`config.mk`:
```
export PLATFORM = sky130hd
export DESIGN_NAME = flash_global_lock_and_soft_reset
export DESIGN_NICKNAME = d
export VERILOG_FILES = /design/src/core/lock_reset_pkg.sv /design/src/core/flash_global_lock_and_soft_reset.sv
export SDC_FILE = /design/constraint.sdc
export NUM_CORES = 1
export LEC_CHECK = 0
export ABC_AREA = 1
export BUFFER_PORTS_ARGS = -buffer_cell sky130_fd_sc_hd__buf_4
export CAP_MARGIN = 20
export CORE_MARGIN = 10
export CORE_UTILIZATION = 59
export DETAILED_ROUTE_END_ITERATION = 16
export GPL_TIMING_DRIVEN = 0
export PLACE_DENSITY = 0.84
export SETUP_SLACK_MARGIN = 0.3
export SKIP_LAST_GASP = 1
export SLEW_MARGIN = 30
export SYNTH_ARGS = -nofsm -noshare
export SYNTH_HDL_FRONTEND = slang
export SYNTH_SLANG_ARGS = --single-unit
```
`constraint.sdc`:
```
create_clock -name clk -period 5 [get_ports clk]
set_clock_uncertainty 0.1 [all_clocks]
set_input_delay 1.5 -clock clk [delete_from_list [all_inputs] [get_ports clk]]
set_output_delay 1.5 -clock clk [all_outputs]
set_load 0.01 [all_outputs]
```
`src/core/lock_reset_pkg.sv`:
```
// Package with opcodes, timing constants and carrier types for the lock and soft-reset interpreter.
package lock_reset_pkg;
  localparam logic [7:0] OP_WRITE_ENABLE = 8'h06;
  localparam logic [7:0] OP_WRITE_DISABLE = 8'h04;
  localparam logic [7:0] OP_GLOBAL_LOCK = 8'h7E;
  localparam logic [7:0] OP_GLOBAL_UNLOCK = 8'h98;
  localparam logic [7:0] OP_RESET_ENABLE = 8'h66;
  localparam logic [7:0] OP_RESET_DEVICE = 8'h99;
  localparam int CLK_MHZ = 100;
  localparam int RECOVERY_US = 30;
  localparam int RECOVERY_CYCLES = RECOVERY_US * CLK_MHZ;
  localparam int POWERUP_WRITE_DELAY_MS = 5;
  localparam int SUPPLY_TO_SELECT_DELAY_US = 20;
  localparam logic [7:0] READ_PARAM_RESET = 8'h00;
  localparam logic [2:0] BIT_CNT_RESET = 3'h0;

  typedef struct packed {
    logic cs_n;
    logic sck;
    logic serial_in;
  } spi_pins_s;

  typedef struct packed {
    logic write_enable_latch;
    logic reset_armed;
    logic recovering;
  } status_s;
endpackage : lock_reset_pkg

```
`src/core/flash_global_lock_and_soft_reset.sv`:
```
// Serial command interpreter for global block lock/unlock and two-step software reset.
`timescale 1ns/1ps
module flash_global_lock_and_soft_reset
  import lock_reset_pkg::*;
#(
  parameter int NUM_BLOCKS = 16,
  parameter int RECOVERY_COUNT = RECOVERY_CYCLES
) (
  input wire logic clk,
  input wire logic reset,
  input wire spi_pins_s spi_pins,
  input wire logic per_block_protect_select,
  input wire logic [NUM_BLOCKS-1:0] range_protect,
  input wire logic internal_busy,
  input wire logic suspend_in,
  output logic [NUM_BLOCKS-1:0] block_lock,
  output logic [NUM_BLOCKS-1:0] write_protect,
  output status_s status,
  output logic suspend_flag,
  output logic [7:0] read_parameter_bits,
  output logic abort_pulse
);
  // Counter width holds the full recovery count.
  localparam int CW = $clog2(RECOVERY_COUNT + 1);

  // Two-stage synchronisers for the pins; stage one is read only by stage two.
  // Select idles high, so both stages start deselected and no false frame end follows reset.
  logic [2:0] pin_s1_r;
  logic [2:0] pin_s2_r;
  logic sck_d_r;
  always_ff @(posedge clk) begin
    if (reset) begin
      pin_s1_r <= 3'h4;
      pin_s2_r <= 3'h4;
      sck_d_r <= 1'b0;
    end else begin
      pin_s1_r <= {spi_pins.cs_n, spi_pins.sck, spi_pins.serial_in};
      pin_s2_r <= pin_s1_r;
      sck_d_r <= pin_s2_r[1];
    end
  end

  // Serial clock edges count only while select is low; edges outside a frame are dropped.
  logic cs_n_q;
  logic sck_rise;
  logic din_q;
  assign cs_n_q = pin_s2_r[2];
  assign sck_rise = pin_s2_r[1] & ~sck_d_r & ~cs_n_q;
  assign din_q = pin_s2_r[0];

  // Frame tracking: exact_r marks exactly eight bits so far, over_r marks any bit beyond them.
  logic cs_d_r;
  logic [7:0] shift_r;
  logic [7:0] shift_nxt;
  logic [2:0] bit_cnt_r;
  logic [2:0] bit_cnt_nxt;
  logic exact_r;
  logic exact_nxt;
  logic over_r;
  logic over_nxt;
  // Command state: write enable latch, reset arm and the recovery down-counter.
  logic wr_en_r;
  logic wr_en_nxt;
  logic armed_r;
  logic armed_nxt;
  logic [CW-1:0] recov_r;
  logic [CW-1:0] recov_nxt;
  // Volatile lock bits and the other power-on defaults that a soft reset restores.
  logic [NUM_BLOCKS-1:0] lock_r;
  logic [NUM_BLOCKS-1:0] lock_nxt;
  logic susp_r;
  logic susp_nxt;
  logic [7:0] param_r;
  logic [7:0] param_nxt;
  // One-cycle abort strobe and the next protection map.
  logic abort_nxt;
  logic [NUM_BLOCKS-1:0] wp_nxt;

  // Select rising, seen after synchronisation, closes the frame.
  logic frame_end;
  assign frame_end = cs_n_q & ~cs_d_r;

  // Next-state logic for the frame tracker, the command decoder and the protection map.
  always_comb begin
    shift_nxt = shift_r;
    bit_cnt_nxt = bit_cnt_r;
    exact_nxt = exact_r;
    over_nxt = over_r;
    wr_en_nxt = wr_en_r;
    armed_nxt = armed_r;
    recov_nxt = recov_r;
    lock_nxt = lock_r;
    // Suspend is sticky until a soft reset; a new suspend in the reset cycle still sets it.
    susp_nxt = susp_r | suspend_in;
    param_nxt = param_r;
    abort_nxt = 1'b0;
    // The recovery counter runs down on its own; frames ending while it is non-zero are dropped.
    if (recov_r != '0) begin
      recov_nxt = recov_r - CW'(1);
    end
    if (cs_n_q) begin
      bit_cnt_nxt = BIT_CNT_RESET;
      exact_nxt = 1'b0;
      over_nxt = 1'b0;
    end else if (sck_rise) begin
      shift_nxt = {shift_r[6:0], din_q};
      bit_cnt_nxt = bit_cnt_r + 3'h1;
      // A ninth bit or more spoils the frame for good, so a sixteen-bit frame is never taken.
      over_nxt = over_r | exact_r;
      exact_nxt = (bit_cnt_r == 3'h7) && !(exact_r || over_r);
    end
    // A command counts only when select rises right after exactly eight bits.
    if (frame_end && recov_r == '0) begin
      if (exact_r && !over_r) begin
        // Any complete command disarms a pending reset unless it re-arms it.
        armed_nxt = 1'b0;
        // Lock and unlock consume the write enable latch once they are accepted.
        unique case (shift_r)
          OP_WRITE_ENABLE: wr_en_nxt = 1'b1;
          OP_WRITE_DISABLE: wr_en_nxt = 1'b0;
          OP_GLOBAL_LOCK: begin
            if (wr_en_r) begin
              lock_nxt = '1;
              wr_en_nxt = 1'b0;
            end
          end
          OP_GLOBAL_UNLOCK: begin
            if (wr_en_r) begin
              lock_nxt = '0;
              wr_en_nxt = 1'b0;
            end
          end
          OP_RESET_ENABLE: armed_nxt = 1'b1;
          // Soft reset restores the power-on state and opens the recovery window.
          OP_RESET_DEVICE: begin
            if (armed_r) begin
              wr_en_nxt = 1'b0;
              susp_nxt = suspend_in;
              param_nxt = READ_PARAM_RESET;
              lock_nxt = '1;
              abort_nxt = 1'b1;
              recov_nxt = CW'(RECOVERY_COUNT);
            end
          end
          default: ;
        endcase
      // A spoiled frame of nine bits or more still counts as a command for the reset arm.
      end else if (exact_r || over_r) begin
        armed_nxt = 1'b0;
      end
    end
    // Protection follows the lock bits only when per-block protection is selected.
    for (int i = 0; i < NUM_BLOCKS; i++) begin
      wp_nxt[i] = per_block_protect_select ? lock_nxt[i] : range_protect[i];
    end
  end

  // Status mirrors the next values so it lines up with the other registered outputs.
  status_s status_nxt;
  always_comb begin
    status_nxt.write_enable_latch = wr_en_nxt;
    status_nxt.reset_armed = armed_nxt;
    status_nxt.recovering = (recov_nxt != '0);
  end

  // All state except the pin synchronisers and sck_d_r, and every output register, update here, so outputs come straight from flip-flops.
  always_ff @(posedge clk) begin
    if (reset) begin
      cs_d_r <= 1'b1;
      shift_r <= 8'h00;
      bit_cnt_r <= BIT_CNT_RESET;
      exact_r <= 1'b0;
      over_r <= 1'b0;
      wr_en_r <= 1'b0;
      armed_r <= 1'b0;
      recov_r <= '0;
      // Lock bits come up set, but write_protect resets to all clear until the first cycle after reset.
      lock_r <= '1;
      susp_r <= 1'b0;
      param_r <= READ_PARAM_RESET;
      block_lock <= '1;
      write_protect <= '0;
      status <= '0;
      suspend_flag <= 1'b0;
      read_parameter_bits <= READ_PARAM_RESET;
      abort_pulse <= 1'b0;
    end else begin
      cs_d_r <= cs_n_q;
      shift_r <= shift_nxt;
      bit_cnt_r <= bit_cnt_nxt;
      exact_r <= exact_nxt;
      over_r <= over_nxt;
      wr_en_r <= wr_en_nxt;
      armed_r <= armed_nxt;
      recov_r <= recov_nxt;
      lock_r <= lock_nxt;
      susp_r <= susp_nxt;
      param_r <= param_nxt;
      block_lock <= lock_nxt;
      write_protect <= wp_nxt;
      status <= status_nxt;
      suspend_flag <= susp_nxt;
      read_parameter_bits <= param_nxt;
      abort_pulse <= abort_nxt;
    end
  end
endmodule : flash_global_lock_and_soft_reset

```
==> results.cfg <==
[logic_synthesis]
synth_edf_count = 0
synth_common_cells = nand2_1, nor2_1, dfxtp_1, inv_1, a21oi_1
avgSynthCellArea_um2 = 6.78
synth.distinct_cells = 31
ys_top_cells_by_area = dfxtp_1, nand2_1, nor2_1, inv_1, a21oi_1
yosysMostFrequentCell = nand2_1
ys.flop_type = dfxtp_1
synth_seq_area_share = 0.395
syn_inst = 523
async_flop_share = 0
yosysTopAreaCell = dfxtp_1
ys_ff_latch = 70
synth_warnings = 0
synth_top_area_frac = 0.395
mappedNetlistArea_mm2 = 0.00355

[setup_path]
crit_path_end = status[1]
worstRegToRegCells = 12
cp-end-kind = output pin
cp_slowest_cell = dfxtp_1
crit_start = armed_r$_SDFFE_PP0P_
cp_cell_sequence = buf_4 -> buf_4
reg2reg_to = write_protect[11]$_SDFF_PP0_
rr_startpoint = recov_r[0]$_SDFF_PP0_
crit_path_max_incr_delay_ns = 0.43
critPathLaunchType = register
crit_arrival_ns = 1.03
rrSetupSlack_ns = 2.97
cp_common_cell = buf_4
crit_fanout = 4
worstSetupPathType = reg2out
worst_ep_required_time_ns = 3.40

[sta]
fmax_mhz = 381
slew_headroom = 0.511
hold_viol = 0
fin_setup_tns_ns = 0
finalSetupViolations = 0
finalCritPeriodShare = 0.526
rsz0062_at_grt = false
fin_crit_ns = 2.63
tightest_slew_ns = 0.734
maxSlewViolCount = 0

[clock_tree]
postCtsSetupBuffers = 0
clkSlewWorstSetupHoldPaths_ns = 0.07
numCtsBuffers = 9
cts_tree = done
cts-resized-gates = 0
clockRootBuffer = clkbuf_8
clk_latency_ns = 0.35
htreeDepth = 3
clock_path_buffers = 2
clock_sinks = 70
postCtsHoldBufs = 0

[route]
dr_total_vias = 3391
drc = 0
vias_per_cell = 4.99
final_antenna_net_count = 0
drt_pass1_iterations = 5
avgRoutedWirePerCell_um = 12.4
drt-total-wl_mm = 8.44
drt_iter0_drc = 147

[finish]
syn2layout_area_growth_pct = 21.6
post-route-util = 0.732
final_nets = 628
num_antenna_cells = 0
n_fill_cell = 457
final_layout_size_suffix_gt1_frac = 0.240
multi_input_area_mm2 = 0.00173
ff_latch_area_mm2 = 0.00140

[pwr]
leakage_nw = 2.29
irDropWorstVdd_mv = 0.410
power_density_mw_per_mm2 = 397

[status]
status = finished, final reports clean

[job]
maxCapViolCount = 0

[placement]
portBuffers = 59
gp_congestion = 0.863
dp_hpwl_mm = 6.35

[floorplan]
die_w_um = 97.5
die_h_um = 97.5
start_util = 0.602
io_pins = 69
coreArea_mm2 = 0.00589
row_count = 28
die_area_mm2 = 0.00951

[grt]
grt_pass1_vias = 3142
grt_pass1_wl_mm = 14.2
grt_use_total = 0.174
grt_max_degree = 12
overflow = 0
antenna_found_initial = 0

[worst_hold_path]
hp-class = reg2reg
-- report_power, final --
group          total (mW)  switching [mW]  internal (mW)
sequential          0.658          0.0441          0.613
combinational       0.587           0.377          0.211
clock               0.467           0.210          0.257
total                1.71           0.630           1.08
-- registers in the layout, indices dropped and copies added, names as in the netlist --
name           cells
over_r             1
cs_d_r             1
armed_r            1
bit_cnt_r          3
wr_en_r            1
status             1
write_protect     16
pin_s2_r           3
lock_r            16
shift_r            8
pin_s1_r           3
exact_r            1
sck_d_r            1
abort_pulse        1
recov_r           12
susp_r             1
-- cells by family after synthesis --
kind of cell | count (synthesis) | synth area share
fa+ha+maj | 4 | 0.0141
flops | 70 | 0.395
buf+inv | 102 | 0.124
simple gates | 256 | 0.324
compound gates | 90 | 0.142
other cells | 1 | 0.00106
-- critical path: cells and delay by family (launching register included) --
kind | cells | cell delay (ns)
flops | 1 | 0.43
buf+inv | 2 | 0.26
-- final cells by class --
class                           count  share of cell area
Buffer                             27              0.0354
Clock buffer                       13              0.0369
Clock inverter                      3             0.00987
Inverter                           75              0.0662
Multi-Input combinational cell    358               0.402
Sequential cell                    70               0.325
Tap cell                           75              0.0218
Timing Repair Buffer               59               0.103
-- per-stage QoR --
stage	instance area (um^2)	total power, mW	hold slack (ns)	instances	worst slack (ns)
floorplan	3570	1.11	0.288	530	2.72
global placement	4110	1.22	0.290	664	2.30
detailed placement	4110	1.24	0.303	664	2.26
CTS	4310	1.71	0.319	680	2.36
global route	4310	1.82	0.322	680	2.32
finish	4310	1.71	0.310	680	2.37
-- how the worst min path moves through the flow --
stage,startpoint,to,slack (ns),depth (start not counted)
global placement,pin_s1_r[0]$_SDFF_PP0_,pin_s2_r[0]$_SDFF_PP0_,0.29,2
global route,pin_s1_r[0]$_SDFF_PP0_,pin_s2_r[0]$_SDFF_PP0_,0.32,2
finish,pin_s1_r[0]$_SDFF_PP0_,pin_s2_r[0]$_SDFF_PP0_,0.31,2
floorplan,pin_s1_r[0]$_SDFF_PP0_,pin_s2_r[0]$_SDFF_PP0_,0.29,2
CTS,pin_s1_r[2]$_SDFF_PP1_,pin_s2_r[2]$_SDFF_PP1_,0.32,1
detailed placement,pin_s1_r[2]$_SDFF_PP1_,pin_s2_r[2]$_SDFF_PP1_,0.30,1
-- placed cells by master (no fill, tap or decap), drive strengths merged --
cell type	count
a211oi	1
a21oi	52
and2	1
buf	75
bufinv	1
clkbuf	24
clkinv	4
clkinvlp	1
conb	8
dfxtp	70
ha	4
inv	72
nand2	133
nand3	24
nand4	5
nor2	87
nor3	4
o21a	1
o21ai	35
o31ai	1
or2	2
-- metal layers --
metal,wire (um),up-vias,track usage
met5,0,-,0
met4,129,0,0.0604
met3,594,14,0.0562
met2,4010,109,0.288
met1,3700,1495,0.207
li1,-,1773,-
Note: power is estimated with default switching activity, not from simulation.
